<file path="src/hdl/sgoc_pkg.sv">
// How it works
// - The five-bit gain field (bits 15..11) is applied only while the global gain enable (control bit 12) is one.
// - A gain code N scales the sample by N times 0.2 dB.
// - The offset field (bits 9..0) is subtracted only while the global offset enable (control bit 8) is one.
// - The offset is a signed 10-bit value whose LSB is one LSB of the 14-bit sample.
// - Each channel has its own even and odd settings, each used only on samples of that parity.
// - Settings sit at index 33h (ch14 odd), 34h (ch14 even), 35h (ch15 odd) and 36h (ch15 even).
package sgoc_pkg;

    // ****************************************
    // Widths
    // ****************************************
    localparam int SMP_W = 14;
    localparam int DIFF_W = 15;
    localparam int OFS_W = 10;
    localparam int GAIN_W = 5;
    localparam int REG_W = 16;
    localparam int ADR_W = 10;
    localparam int COEF_W = 17;
    localparam int COEF_FRAC = 14;
    localparam int BUF_W = 16;
    localparam int BUF_DEPTH = 2;

    // ****************************************
    // Register indices (byte address is 4x)
    // ****************************************
    localparam logic [7:0] IDX_CTRL = 8'h03;
    localparam logic [7:0] IDX_CH14_ODD = 8'h33;
    localparam logic [7:0] IDX_CH14_EVEN = 8'h34;
    localparam logic [7:0] IDX_CH15_ODD = 8'h35;
    localparam logic [7:0] IDX_CH15_EVEN = 8'h36;
    localparam logic [7:0] IDX_STATUS = 8'h3e;

    // ****************************************
    // Field positions
    // ****************************************
    localparam int GAIN_MSB = 15;
    localparam int GAIN_LSB = 11;
    localparam int RSVD_BIT = 10;
    localparam int OFS_MSB = 9;
    localparam int OFS_LSB = 0;
    localparam int GAIN_EN_BIT = 12;
    localparam int OFS_EN_BIT = 8;
    localparam int PAR_CLR_BIT = 0;
    localparam int ST_ODD14_BIT = 0;
    localparam int ST_ODD15_BIT = 1;
    localparam int ST_PEND_BIT = 2;
    localparam int ST_CNT_LSB = 16;

    // ****************************************
    // Reset values
    // ****************************************
    localparam logic [15:0] CORR_RST = 16'h0000;
    localparam logic CTRL_EN_RST = 1'h0;
    localparam logic [15:0] CNT_RST = 16'h0000;

endpackage : sgoc_pkg

</file>
<file path="src/hdl/sgoc_buf.sv">
`timescale 1ns/1ps
module sgoc_buf (
    input wire logic clk_i,
    input wire logic rst_i,
    input wire logic ce_i,
    input wire logic in_valid_i,
    output logic in_ready_o,
    input wire logic [sgoc_pkg::BUF_W-1:0] in_data_i,
    output logic out_valid_o,
    input wire logic out_ready_i,
    output logic [sgoc_pkg::BUF_W-1:0] out_data_o
);

    typedef struct packed {
        logic [sgoc_pkg::BUF_DEPTH-1:0][sgoc_pkg::BUF_W-1:0] mem;
        logic wptr;
        logic rptr;
        logic [1:0] cnt;
    } sgoc_buf_t;

    sgoc_buf_t st;
    sgoc_buf_t next_st;
    logic push;
    logic pop;

    // ****************************************
    // Two-entry FIFO
    // ****************************************
    assign in_ready_o = ce_i & (st.cnt != 2'h2);
    assign out_valid_o = st.cnt != 2'h0;
    assign out_data_o = st.mem[st.rptr];
    assign push = in_valid_i & in_ready_o;
    assign pop = ce_i & out_valid_o & out_ready_i;

    always_comb begin
        next_st = st;
        if (push) begin
            next_st.mem[st.wptr] = in_data_i;
            next_st.wptr = ~st.wptr;
        end
        if (pop) begin
            next_st.rptr = ~st.rptr;
        end
        next_st.cnt = 2'(st.cnt + {1'h0, push} - {1'h0, pop});
    end

    always_ff @(posedge clk_i) begin
        if (rst_i) begin
            st <= '0;
        end else if (ce_i) begin
            st <= next_st;
        end
    end

endmodule : sgoc_buf

</file>
<file path="src/hdl/sgoc_core.sv">
// The Wishbone interface to the registers was left to the implementer.
`timescale 1ns/1ps
module sgoc_core (
    input wire logic clk_i,
    input wire logic rst_i,
    input wire logic ce_i,
    input wire logic wb_cyc_i,
    input wire logic wb_stb_i,
    input wire logic wb_we_i,
    input wire logic [sgoc_pkg::ADR_W-1:0] wb_adr_i,
    input wire logic [3:0] wb_sel_i,
    input wire logic [31:0] wb_dat_i,
    output logic [31:0] wb_dat_o,
    output logic wb_ack_o,
    input wire logic smp_valid_i,
    output logic smp_ready_o,
    input wire logic [sgoc_pkg::SMP_W-1:0] smp_data_i,
    input wire logic smp_chan_i,
    output logic out_valid_o,
    input wire logic out_ready_i,
    output logic [sgoc_pkg::SMP_W-1:0] out_data_o,
    output logic out_chan_o,
    output logic out_odd_o
);

    typedef struct packed {
        logic [3:0][sgoc_pkg::REG_W-1:0] corr;
        logic gain_en;
        logic ofs_en;
        logic [1:0] odd_next;
        logic [15:0] cnt;
        logic ack;
        logic [31:0] rdat;
    } sgoc_core_t;

    sgoc_core_t st;
    sgoc_core_t next_st;

    // ****************************************
    // Decoding
    // ****************************************
    function automatic logic [2:0] corr_slot(input logic [7:0] idx);
        logic [7:0] rel;
        rel = 8'(idx - sgoc_pkg::IDX_CH14_ODD);
        corr_slot = {(idx >= sgoc_pkg::IDX_CH14_ODD)
            && (idx <= sgoc_pkg::IDX_CH15_EVEN), rel[1:0]};
    endfunction : corr_slot

    function automatic logic [15:0] merge16(input logic [15:0] old,
        input logic [31:0] dat, input logic [3:0] sel);
        merge16 = old;
        if (sel[0]) begin
            merge16[7:0] = dat[7:0];
        end
        if (sel[1]) begin
            merge16[15:8] = dat[15:8];
        end
    endfunction : merge16

    logic [7:0] idx;
    logic [2:0] hit;
    logic bus_go;
    logic [15:0] ctrl_wr;
    logic [1:0] smp_slot;
    logic [15:0] sel_reg;
    logic signed [sgoc_pkg::OFS_W-1:0] ofs;
    logic signed [sgoc_pkg::DIFF_W-1:0] diff;
    logic signed [sgoc_pkg::SMP_W-1:0] gained;
    logic take;
    logic buf_ready;
    logic [sgoc_pkg::BUF_W-1:0] buf_out;
    logic cur_odd;

    assign idx = wb_adr_i[9:2];
    assign hit = corr_slot(idx);
    assign bus_go = ce_i & wb_cyc_i & wb_stb_i & ~st.ack;
    assign ctrl_wr = merge16(16'h0000, wb_dat_i, wb_sel_i);

    // ****************************************
    // Sample path
    // ****************************************
    assign cur_odd = st.odd_next[smp_chan_i];
    assign smp_slot = {smp_chan_i, ~cur_odd};
    assign sel_reg = st.corr[smp_slot];
    assign ofs = sel_reg[sgoc_pkg::OFS_MSB:sgoc_pkg::OFS_LSB];

    localparam int DIFF_W = sgoc_pkg::DIFF_W;

    always_comb begin
        diff = DIFF_W'($signed(smp_data_i));
        if (st.ofs_en) begin
            diff = DIFF_W'($signed(smp_data_i)) - DIFF_W'(ofs);
        end
    end

    sgoc_gain u_gain (
        .x_i(diff),
        .code_i(sel_reg[sgoc_pkg::GAIN_MSB:sgoc_pkg::GAIN_LSB]),
        .en_i(st.gain_en),
        .y_o(gained)
    );

    assign smp_ready_o = buf_ready;
    assign take = smp_valid_i & buf_ready;

    sgoc_buf u_buf (
        .clk_i(clk_i),
        .rst_i(rst_i),
        .ce_i(ce_i),
        .in_valid_i(smp_valid_i),
        .in_ready_o(buf_ready),
        .in_data_i({cur_odd, smp_chan_i, gained}),
        .out_valid_o(out_valid_o),
        .out_ready_i(out_ready_i),
        .out_data_o(buf_out)
    );

    assign out_data_o = buf_out[sgoc_pkg::SMP_W-1:0];
    assign out_chan_o = buf_out[sgoc_pkg::SMP_W];
    assign out_odd_o = buf_out[sgoc_pkg::SMP_W+1];

    // ****************************************
    // Registers and bus
    // ****************************************
    always_comb begin
        next_st = st;
        next_st.ack = bus_go;
        next_st.rdat = 32'h00000000;
        if (bus_go && !wb_we_i) begin
            if (hit[2]) begin
                next_st.rdat[15:0] = st.corr[hit[1:0]];
            end else if (idx == sgoc_pkg::IDX_CTRL) begin
                next_st.rdat[sgoc_pkg::GAIN_EN_BIT] = st.gain_en;
                next_st.rdat[sgoc_pkg::OFS_EN_BIT] = st.ofs_en;
            end else if (idx == sgoc_pkg::IDX_STATUS) begin
                next_st.rdat[sgoc_pkg::ST_ODD14_BIT] = st.odd_next[0];
                next_st.rdat[sgoc_pkg::ST_ODD15_BIT] = st.odd_next[1];
                next_st.rdat[sgoc_pkg::ST_PEND_BIT] = out_valid_o;
                next_st.rdat[31:sgoc_pkg::ST_CNT_LSB] = st.cnt;
            end
        end
        if (bus_go && wb_we_i) begin
            if (hit[2]) begin
                next_st.corr[hit[1:0]] =
                    merge16(st.corr[hit[1:0]], wb_dat_i, wb_sel_i);
            end else if (idx == sgoc_pkg::IDX_CTRL) begin
                if (wb_sel_i[1]) begin
                    next_st.gain_en = ctrl_wr[sgoc_pkg::GAIN_EN_BIT];
                    next_st.ofs_en = ctrl_wr[sgoc_pkg::OFS_EN_BIT];
                end
                if (wb_sel_i[0] && ctrl_wr[sgoc_pkg::PAR_CLR_BIT]) begin
                    next_st.odd_next = 2'h0;
                end
            end
        end
        // A taken sample wins over a parity restart in one cycle
        if (take) begin
            next_st.odd_next[smp_chan_i] = ~cur_odd;
            next_st.cnt = 16'(st.cnt + 16'h0001);
        end
    end

    always_ff @(posedge clk_i) begin
        if (rst_i) begin
            st.corr <= {4{sgoc_pkg::CORR_RST}};
            st.gain_en <= sgoc_pkg::CTRL_EN_RST;
            st.ofs_en <= sgoc_pkg::CTRL_EN_RST;
            st.odd_next <= 2'h0;
            st.cnt <= sgoc_pkg::CNT_RST;
            st.ack <= 1'h0;
            st.rdat <= 32'h00000000;
        end else if (ce_i) begin
            st <= next_st;
        end
    end

    assign wb_dat_o = st.rdat;
    assign wb_ack_o = st.ack;

endmodule : sgoc_core

</file>
<file path="src/hdl/sgoc_gain.sv">
`timescale 1ns/1ps
module sgoc_gain (
    input wire logic signed [sgoc_pkg::DIFF_W-1:0] x_i,
    input wire logic [sgoc_pkg::GAIN_W-1:0] code_i,
    input wire logic en_i,
    output logic signed [sgoc_pkg::SMP_W-1:0] y_o
);

    // ****************************************
    // Linear factor 10^(N/100) in Q2.14
    // ****************************************
    localparam logic [15:0] COEF [32] = '{
        16'h4000, 16'h417e, 16'h4304, 16'h4494,
        16'h462d, 16'h47cf, 16'h497b, 16'h4b32,
        16'h4cf2, 16'h4ebd, 16'h5092, 16'h5273,
        16'h545e, 16'h5655, 16'h5858, 16'h5a67,
        16'h5c82, 16'h5eaa, 16'h60de, 16'h6320,
        16'h656f, 16'h67cc, 16'h6a37, 16'h6cb0,
        16'h6f38, 16'h71cf, 16'h7476, 16'h772c,
        16'h79f3, 16'h7cca, 16'h7fb2, 16'h82ac
    };
    localparam logic signed [31:0] HALF = 32'sh00002000;
    localparam logic signed [31:0] MAXV = 32'sh00001fff;
    localparam logic signed [31:0] MINV = -32'sh00002000;

    logic signed [sgoc_pkg::COEF_W-1:0] coef;
    logic signed [31:0] prod;
    logic signed [31:0] scaled;

    always_comb begin
        coef = $signed({1'h0, COEF[0]});
        if (en_i) begin
            coef = $signed({1'h0, COEF[code_i]});
        end
        prod = 32'(x_i) * 32'(coef);
        scaled = (prod + HALF) >>> sgoc_pkg::COEF_FRAC;
        if (scaled > MAXV) begin
            y_o = MAXV[sgoc_pkg::SMP_W-1:0];
        end else if (scaled < MINV) begin
            y_o = MINV[sgoc_pkg::SMP_W-1:0];
        end else begin
            y_o = scaled[sgoc_pkg::SMP_W-1:0];
        end
    end

endmodule : sgoc_gain

</file>
<file path="config.mk">
export PLATFORM = sky130hd
export DESIGN_NAME = sgoc_core
export DESIGN_NICKNAME = d
export VERILOG_FILES = /design/src/hdl/sgoc_pkg.sv /design/src/hdl/sgoc_buf.sv /design/src/hdl/sgoc_core.sv /design/src/hdl/sgoc_gain.sv
export SDC_FILE = /design/constraint.sdc
export NUM_CORES = 1
export LEC_CHECK = 0
export BUFFER_PORTS_ARGS = -buffer_cell sky130_fd_sc_hd__clkbuf_2
export CORE_MARGIN = 2
export CORE_UTILIZATION = 35
export DETAILED_ROUTE_END_ITERATION = 12
export PLACE_DENSITY = 0.54
export SLEW_MARGIN = 20
export SYNTH_ARGS = -nofsm -noshare
export SYNTH_HDL_FRONTEND = slang
export SYNTH_HIERARCHICAL = 1
export SYNTH_SLANG_ARGS = --single-unit
</file>
<file path="constraint.sdc">
create_clock -name clk_i -period 10.75 [get_ports clk_i]
set_input_delay 2.6875 -clock clk_i [delete_from_list [all_inputs] [get_ports clk_i]]
set_output_delay 2.6875 -clock clk_i [all_outputs]
set_load 0.005 [all_outputs]
</file>
**Yosys cells after proc, flatten, opt, wreduce, memory -nomap -nowiden**

Memory sizes are Yosys's and may differ from the RTL's.
Cells that the tools add are included.

- Register bits: 153
- Bits in read-only memories: 512
- Input bits: 69
- Output and inout bits: 51
- Logic and storage cells: 114
- Memories: 1

Memories:

| name | depth | width | read ports | clocked after memory_dff | write ports | line | RTL |
|---|---|---|---|---|---|---|---|
| (name not given) | 32 | 16 | 1 | 0 | 0 | sgoc_gain.sv:33 | `coef = $signed({1'h0, COEF[code_i]});` |

- $add $sub $neg: 6
- Multipliers: 1
- Order comparisons: 13
- Eq/ne operators: 3
- Multiplexer cells: 49
- Bitwise logic cells: 13
- Reductions and logical operators: 13

Operators by type and width:

| cell | number |
|---|---|
| 16-bit 2-to-1 mux | 12 |
| 16-bit binary-select mux with 2-bit select | 2 |
| 64-bit bitwise mux | 1 |
| 8-bit 2-to-1 mux | 6 |
| 32-bit by 15-bit adder with 32-bit output, second input constant | 1 |
| 32-bit bitwise mux | 1 |
| 16-bit demux with 2-bit select | 1 |
| 15-bit by 17-bit multiplier with 32-bit output | 1 |
| 32-bit 2-to-1 mux | 1 |
| 14-bit 2-to-1 mux | 2 |
| 18-bit by 14-bit > comparator with 1-bit output, second input constant | 1 |
| 18-bit by 14-bit < comparator with 1-bit output, second input constant | 1 |
| 18-bit 2-to-1 mux | 1 |
| 16-bit by 1-bit adder with 16-bit output, second input constant | 1 |
| 16-bit demux with 1-bit select | 1 |
| 15-bit 2-to-1 mux | 1 |
| 3-bit 2-to-1 mux | 5 |
| 14-bit by 10-bit subtractor with 15-bit output | 1 |
| 8-bit by 2-bit equality test with 1-bit output, second input constant | 1 |
| 8-bit by 6-bit equality test with 1-bit output, second input constant | 1 |
| 8-bit by 6-bit >= comparator with 1-bit output, second input constant | 1 |
| 8-bit by 6-bit less-or-equal comparator with 1-bit output, second input constant | 1 |
| 1-bit 2-to-1 mux | 8 |
| 2-bit 2-to-1 mux | 4 |
| 21 further kinds | 42 |

**Depth between registers and ports, before layout**

Gate-level depths: netlist (run 1).

- Depth in word-level cells: 16
- Depth in mapped cells: 40
- Depth with buffers taken out: 36

**Cells and area by module**

The synthesis (run 1) kept the hierarchy.

Modules (own cells, without submodules):

| module | instances | cells each | area an instance (um^2) | sequential area each (um^2) |
|---|---|---|---|---|
| sgoc_gain | 1 | 1093 | 9049.9 | 0.0 |
| sgoc_core | 1 | 776 | 6389.9 | 2342.2 |
| sgoc_buf | 1 | 168 | 1765.4 | 720.7 |

**Least setup slack after synthesis (run 1)**

OpenSTA, ideal clock, no wires.

- Path kind: input to register
- From: input smp_chan_i
- To: register u_buf/st[22] in the netlist's numbering
- Library setup time: 0.072 ns
- Arrival time: 11.507 ns
- Required time: 10.678 ns
- Slack: -0.829 ns
- Cell stages on the path: 35
- Path buffers: 5
- Cell sequence: clkbuf_1 clkbuf_1 clkbuf_1 a21oi_1 ha_1 a21o_1 a21o_1 a21o_1 a21oi_1 mux2i_1 xor2_1 clkbuf_1 nand2_1 fa_1 fa_1 inv_1 fa_1 fa_1 fa_1 inv_1 fa_1 inv_1 ha_1 a21oi_1 o21ai_0 a2111oi_0 and2_1 a21boi_0 or4_1 o211ai_1 o41a_1 buf_6 a21o_1 nand2b_1 mux2i_1

- Elaborated cells on any way between the ends: 19
- Classes of those cells: add/sub: 2; mul: 1; order compare: 2; mux: 11; bitwise: 2; memory: 1

RTL lines:

| item | line | RTL |
|---|---|---|
| from (decl) | sgoc_core.sv:18 | `input wire logic smp_chan_i,` |
| 1-bit 2-to-1 mux (not written as such) (2 in a row) | sgoc_core.sv:82 | `assign cur_odd = st.odd_next[smp_chan_i];` |
| 1-bit NOT | sgoc_core.sv:83 | `assign smp_slot = {smp_chan_i, ~cur_odd};` |
| 16-bit binary-select mux with 2-bit select * | sgoc_core.sv:84 | `assign sel_reg = st.corr[smp_slot];` |
| 16-bit 2-to-1 mux (not written as such) * | sgoc_core.sv:84 |  |
| 14-bit by 10-bit subtractor with 15-bit output * | sgoc_core.sv:92 | `diff = DIFF_W'($signed(smp_data_i)) - DIFF_W'(ofs);` |
| 15-bit 2-to-1 mux * | sgoc_core.sv:91 | `if (st.ofs_en) begin` |
| named net diff, one bit | sgoc_core.sv:67 | `logic signed [sgoc_pkg::DIFF_W-1:0] diff;` |
| 15-bit by 17-bit multiplier with 32-bit output * | sgoc_gain.sv:35 | `prod = 32'(x_i) * 32'(coef);` |
| 32-bit by 15-bit adder with 32-bit output * | sgoc_gain.sv:36 | `scaled = (prod + HALF) >>> sgoc_pkg::COEF_FRAC;` |
| 18-bit by 14-bit < comparator with 1-bit output | sgoc_gain.sv:39 | `end else if (scaled < MINV) begin` |
| 14-bit 2-to-1 mux | sgoc_gain.sv:39 |  |
| 14-bit 2-to-1 mux * | sgoc_gain.sv:37 | `if (scaled > MAXV) begin` |
| named net gained, one bit | sgoc_core.sv:68 | `logic signed [sgoc_pkg::SMP_W-1:0] gained;` |
| 32-bit bitwise mux * | sgoc_buf.sv:38 | `next_st.mem[st.wptr] = in_data_i;` |
| to (signal assigned) | sgoc_buf.sv:51 | `st <= next_st;` |
| to (decl) | sgoc_buf.sv:21 | `sgoc_buf_t st;` |

Mark *: on every way through the listed nets, which the timed path passes. The rest lies on a longest branch. The select of a mux whose other input is x is not followed.
A chain may end at the register's enable or synchronous reset.

**Worst setup path after layout (run 1)**

- From: input smp_chan_i
- To: register u_buf/st[13] in the netlist's numbering

The elaborated chain is that of the path after synthesis.

==> impl_results.md, run 1 <==
* Number of synthesized flops with an enable pin at 0
* Number of setup violations in the final report at 0
* Max clock buf depth at 2
* Most frequent cells in the layout: 234 x buf_4, 231 x nor2_1, 230 x inv_1
* Initial antenna violation count at 0
* # rows at 81
* DP Cell Count at 2892
* Clock Root Buffer: clkbuf_16
* Post-DP Area at 19700 um^2
* Multi-input logic area at 13000 um^2
* Critical Path Most Common Cell: fa_1
* Fraction of layout cells with a size suffix above 1 at 22.9%
* Sequential fraction of the synthesis area at 17.8%
* Post-Syn Area at 17200 um^2
* Initial DRC Count at 693
* Util after Layout at 42.9%
* DRT Wirelength at 46000 um
* Switch Pwr at 0.521 mW
* Complex-gate fraction of the synthesized area at 11.0%
* Via count at 14461
* Largest family of logic cells by synthesized area: adder cells
* Worst-path clk slew at 0.06 ns
* Area grow syn2layout at 21.4%
* Post-synthesis adder-cell area fraction at 31.0%
* Status: completed
* Final hold viol count at 0
* Crit share post-route at 97.6%
* Fin nets at 2650
* Slew Viols, Final at 0
* Number of I/O port buffers at 99
* Clock network power share at 37.6%
* Storage cell area at 3060 um^2
* RSZ-0062 raised after global routing: yes
* Cell variety after synth at 82
* #FFs+latches synth at 153
* Critical path class: primary input to flip-flop
* Worst-Margin Slew at 1.01 ns
* Post-DRT Antenna Nets at 0
* Syn nets at 2423
* Reg2Reg Depth at 36
* Layout Cells excl Fill at 2941
* Post-DR vias/cell at 4.92
* Worst r2r src: st[50]
* Skew-Pair Late Insertion Delay at 0.43 ns
* Final min period at 10.49 ns
* Req. time, crit path at 11.04 ns
* Core area at 48700 um^2
* Comb power frac at 28.5%
* Clock Skew at 0.0116 ns
* GRT Total Usage at 18.8%
* Crit Path Max Fanout at 7
* CTS Hold Bufs at 0
* Upper clock frequency limit at 0.0953 GHz
* Clock Sinks at 153
* First-pass GRT wire length at 76700 um
* H-tree level count at 4
* Crit path DAT at 10.77 ns
* TritonRoute pass-1 iters at 5
* Xor and xnor fraction of the mapped netlist area at 2.09%
* I/O Pins at 120
* Slew headroom at 32.9%
* Synth Area per Inst at 8.45 um^2
* Largest net degree at the start of global routing at 98
* Net Sw Frac at 30.2%
* Post-Synth Simple-Gate Area at 20.1%
* Wire per inst at 15.7 um
* Commonest non-fill, non-tap cell in the layout: buf_4
* Crit end category: flip-flop
* Top_reg_cell synth: dfxtp_1
* Hold Crit Depth at 2
* Die Wd at 226 um
* P_leak at 9.92 nW
* Filler cells at 4903
* Max_cap viols at 0
* Die H at 226 um
* Max incr delay on CP at 0.56 ns
* Pwr Density at 82.4 nW/um^2
* Flop pwr share at 33.9%
* Hold Path Sink: wb_dat_o[0]
* Inserted Diodes at 0
* Finished Cell Area at 20900 um^2
* Ys async rst share at 0%
* Overflow left after global routing at 0
* Die Area at 50900 um^2
* Vias in the first global route at 15219
* Min-delay src: wb_dat_o[0]
* Startpoint types: primary input
* Internal power at 1.20 mW
* Worst hold path type: flip-flop to flip-flop
* RR Endpoint: u_buf/st[24]
* Flop2flop setup slack at 1.44 ns
* Total Power at 1.72 mW
* DR DRC count at 0
* Dpl hpwl at 36600 um
* Crit path max-delay cell type: fa_1
* Yosys warns at 6
* VDD IR max at 116 uV
* Synth Instances at 2037
* Post-synthesis mux area share at 8.77%
* Num CTS Buffers at 17
* Initial core utilization at 35.3%
* Routability cong. at 0.852
* CTS tree: yes
-- critical path: cells and delay by family --
kind                       cells  cell delay (ns)
adders and majority gates      9             3.88
xor gates and xnor gates       2             0.21
AOI/OAI and AO/OA              9             1.78
buffers and inverters          7             0.67
and+or+nand+nor                7             1.11
muxes                          2             0.40
-- repair_timing --
action                     in CTS  in global routing
gates resized for setup         8                100
setup endpoints to repair      26                 28
cloned                          0                  1
buffers inserted                0                 16
pin swaps                       2                 46
-- stage by stage --
step	setup slack (ns)	setup TNS (ns)	hold WS, ns
3_5_place_dp	-0.635	-15.54	0.453
4_1_cts	0.00229	0	0.468
5_1_grt	-0.0754	-0.661	0.483
6_report	0.261	0	0.461
3_3_place_gp	-0.546	-13.13	0.444
2_1_floorplan	0.0346	0	0.426
-- synth_stat cells, drive strengths merged, types with 3 or more instances --
master / instances / share of area [%]
a31o: 4 / 0.20
nor2b: 41 / 1.6
nand4: 17 / 0.62
o21ai: 47 / 1.4
and2: 90 / 3.3
and4: 5 / 0.25
nor4: 3 / 0.15
a31oi: 6 / 0.29
dfxtp: 153 / 18
o311ai: 3 / 0.15
fa: 182 / 21
nor2: 235 / 5.2
clkbuf: 75 / 1.6
inv: 238 / 5.2
and3: 27 / 0.98
buf: 65 / 2.5
a211oi: 15 / 0.65
a21o: 29 / 1.3
mux2: 30 / 2.0
nand3: 10 / 0.29
ha: 135 / 9.8
o211ai: 8 / 0.35
nand4b: 3 / 0.15
o31ai: 5 / 0.22
nor3: 8 / 0.23
o21a: 4 / 0.17
mux2i: 81 / 4.7
or2: 3 / 0.11
xnor2: 20 / 1.0
mux4: 16 / 2.1
xor2: 21 / 1.1
or3: 12 / 0.44
a21oi: 166 / 4.9
o211a: 3 / 0.17
nand2b: 66 / 2.4
nand2: 174 / 3.8
-- flip-flops by register name, summed over array words and instances (netlist names) --
| signal | flops |
|---|---|
| wb_ack_o | 1 |
| u_buf/st | 36 |
| wb_dat_o | 32 |
| st | 84 |
-- layer usage --
| layer | vias to the layer above | wire, um | track usage, % |
|---|---|---|---|
| met5 | - | 0 | 0 |
| met4 | 0 | 873 | 4.76 |
| met3 | 47 | 1810 | 2.20 |
| met2 | 262 | 23100 | 33.7 |
| met1 | 7097 | 20200 | 23.9 |
| li1 | 7055 | - | - |
-- area by class of cell --
cell class	count	share of cell area (%)
Timing Repair Buffer	348	11.9
Tap cell	664	3.98
Clock inverter	13	0.922
Inverter	239	4.29
Sequential cell	153	14.7
Clock buffer	19	2.12
Multi-Input combinational cell	1505	62.2
-- worst max path at each step --
stage                     slack, ns      endpoint  startpoint
after floorplan                0.03  u_buf/st[24]  smp_chan_i
after global placement        -0.55  u_buf/st[13]  smp_chan_i
after detailed placement      -0.64  u_buf/st[10]  smp_chan_i
after CTS                     0.002  u_buf/st[13]  smp_chan_i
after global routing          -0.08  u_buf/st[24]  smp_chan_i
final                          0.26  u_buf/st[13]  smp_chan_i
-- cells by family after synthesis --
kind of cell,count (synthesis)
AOI/OAI and AO/OA,315
buffers and inverters,379
xor gates and xnor gates,41
and+or+nand+nor,705
DFF,153
muxes,127
adders and majority gates,317
-- power groups by stage --
stage / Clock (mW) / Combinational (mW) / Sequential [mW]
final: 0.648 / 0.491 / 0.583
after global routing: 0.684 / 0.546 / 0.584
after CTS: 0.661 / 0.465 / 0.583
after detailed placement: 0 / 0.459 / 0.596
after global placement: 0 / 0.456 / 0.595
after floorplan: 0 / 0.274 / 0.593
Power figures use the tool's default switching activity.
==> run 2, diff against run 1 <==
--- a/config.mk
+++ b/config.mk
@@ -7,9 +7,9 @@
 export LEC_CHECK = 0
 export BUFFER_PORTS_ARGS = -buffer_cell sky130_fd_sc_hd__clkbuf_2
 export CORE_MARGIN = 2
-export CORE_UTILIZATION = 35
+export CORE_UTILIZATION = 45
 export DETAILED_ROUTE_END_ITERATION = 12
-export PLACE_DENSITY = 0.54
+export PLACE_DENSITY = 0.75
 export SLEW_MARGIN = 20
 export SYNTH_ARGS = -nofsm -noshare
 export SYNTH_HDL_FRONTEND = slang
==> impl_results.md, run 2 (synthesis results as in run 1) <==
* Top Metal Used: met4
* Overflow left after global routing at 0 (unchanged)
* Die Area at 39800 um^2 (-22%)
* Inserted Diodes at 0 (unchanged)
* Final setup margin at 0.185 ns (-0.0759 ns)
* Wire per inst at 16.2 um (+3.7%)
* Most frequent cells in the layout: 231 x inv_1, 226 x nor2_1, 219 x buf_4
* Crit end category: flip-flop
* Req. time, crit path at 11.03 ns (about the same)
* Skew-Pair Late Insertion Delay at 0.44 ns (about the same)
* Worst r2r src: st[50]
* Clock Sinks at 153 (unchanged)
* Largest net degree at the start of global routing at 91 (-7.1%)
* Worst slack, placed at -0.692 ns (-0.0567 ns)
* Crit path max-delay cell type: fa_1
* Final hold viol count at 0 (unchanged)
* DRT Wirelength at 44900 um (-2.5%)
* # rows at 71 (-12%)
* Upper clock frequency limit at 0.0947 GHz (-0.72%)
* Initial antenna violation count at 0 (unchanged)
* Worst-Margin Slew at 1.10 ns (+0.0917 ns)
* CP endpoint: u_buf/st[10]
* Max_cap viols at 0 (unchanged)
* Die H at 200 um (-12%)
* Worst-path clk slew at 0.06 ns (about the same)
* Routability cong. at 0.909 (+6.6%)
* Fraction of layout cells with a size suffix above 1 at 21.6% (-1.3 points)
* Flop2flop setup slack at 1.53 ns (+0.09 ns)
* Max incr delay on CP at 0.55 ns (about the same)
* Crit share post-route at 98.3% (+0.71 points)
* Slew headroom at 26.3% (-6.5 points)
* Post-DRT Antenna Nets at 0 (unchanged)
* Initial core utilization at 45.7% (+10 points)
* First-pass GRT wire length at 73800 um (-3.7%)
* RR Endpoint: u_buf/st[10]
* Fin nets at 2627 (-0.87%)
* Crit path DAT at 10.85 ns (+0.08 ns)
* DR DRC count at 0 (unchanged)
* Max clock buf depth at 2 (unchanged)
* Crit path launch: smp_chan_i
* Core area at 37700 um^2 (-23%)
* CTS tree: yes
* Pwr Density at 82.5 nW/um^2 (about the same)
* Final min period at 10.57 ns (+0.0759 ns)
* Crit Path Max Fanout at 10 (+3)
* TritonRoute pass-1 iters at 6 (+1)
* DP Cell Count at 2723 (-5.8%)
* Top reg by flops: st
* P_leak at 9.78 nW (-1.4%)
* Via count at 14872 (+2.8%)
* Num CTS Buffers at 17 (unchanged)
* Commonest non-fill, non-tap cell in the layout: inv_1
* Reg2Reg Depth at 34 (-5.6%)
* Slew Viols, Final at 0 (unchanged)
* Die Wd at 200 um (-12%)
* Initial DRC Count at 946 (+37%)
* Post-DR vias/cell at 5.38 (+9.4%)
* GRT Total Usage at 23.1% (+4.3 points)
* WL met3 at 2200 um (+21%)
* Dpl hpwl at 34800 um (-5.1%)
* Worst hold path type: flip-flop to flip-flop
* Startpoint types: primary input
* Clock Skew at 0.00704 ns (-0.00453 ns)
* Vias in the first global route at 15450 (+1.5%)
* Met2 Routed Length at 22500 um (-2.8%)
* Status: completed
* Largest register FFs at 84 (unchanged)
* H-tree level count at 4 (unchanged)
* Area grow syn2layout at 18.7%
* Number of setup violations in the final report at 0 (unchanged)
* Number of I/O port buffers at 99 (unchanged)
* Filler cells at 3350 (-32%)
* Clock Root Buffer: clkbuf_16
* I/O Pins at 120 (unchanged)
* CTS Hold Bufs at 0 (unchanged)
* VDD IR max at 126 uV (+8.3%)
* Critical path class: primary input to flip-flop
* Wl on met1 at 18600 um (-7.9%)
* Layout Cells excl Fill at 2765 (-6.0%)
==> run 2: report_power, final <==
group / total [mW] / internal, mW / switching (mW) / leakage, nW
clock: 0.624 / 0.370 / 0.255 / 0.293
sequential: 0.583 / 0.576 / 0.00732 / 1.23
combinational: 0.477 / 0.220 / 0.256 / 8.25
==> run 2: worst min path at each step <==
stage / startpoint / endpoint / slack, ns / depth (start not counted)
after floorplan: wb_dat_o[0] / wb_dat_o[0] / 0.43 / 2
after global placement: wb_dat_o[2] / wb_dat_o[2] / 0.45 / 2
after detailed placement: wb_dat_o[8] / wb_dat_o[8] / 0.45 / 2
after CTS: wb_dat_o[8] / wb_dat_o[8] / 0.46 / 2
after global routing: u_buf/st[14] / u_buf/st[14] / 0.49 / 2
final: wb_dat_o[8] / wb_dat_o[8] / 0.47 / 2
==> run 2: metal layers <==
metal	vias to the layer above	track usage (%)
met4	0	10.3
met1	7299	28.4
li1	7017	-
met5	-	0
met2	461	40.1
met3	95	3.48
==> run 2: worst max-delay path: cells and delay by family <==
kind	cells	cell delay, ns
AO/OA/AOI/OAI	9	2.02
XOR/XNOR	2	0.19
adder cells (fa/ha/maj)	8	3.50
buffers and inverters	10	1.33
multiplexers	2	0.31
AND/OR/NAND/NOR	6	0.80
==> run 2: final cells by class <==
cell class	count	area (um^2)	share of cell area (%)
clock buffer	17	425	2.08
tap	511	639	3.13
sequential	153	3060	15.0
timing repair buffer	325	2250	11.0
multi-input combinational	1505	13000	63.4
clock inverter	15	190	0.931
inverter	239	900	4.40
==> run 2: repair_timing <==
| action | CTS | global route |
|---|---|---|
| setup buffers | 2 | 8 |
| hold endpoints to repair | 0 | 0 |
| pin swaps | 4 | 35 |
| setup endpoints to repair | 26 | 28 |
| gates cloned | 0 | 1 |
| resized for setup | 6 | 89 |
==> run 2: per-stage QoR <==
step / hold WS, ns / power [mW] / utilization [%] / setup TNS, ns / area, um^2
5_1_grt: 0.489 / 1.77 / 54.2 / -1.42 / 20400
3_3_place_gp: 0.447 / 1.03 / 51.4 / -11.12 / 19400
3_5_place_dp: 0.446 / 1.04 / 51.4 / -16.55 / 19400
2_1_floorplan: 0.426 / 0.867 / - / 0 / 17300
4_1_cts: 0.465 / 1.66 / 53.2 / 0 / 20000
6_report: 0.470 / 1.68 / 54.2 / 0 / 20400
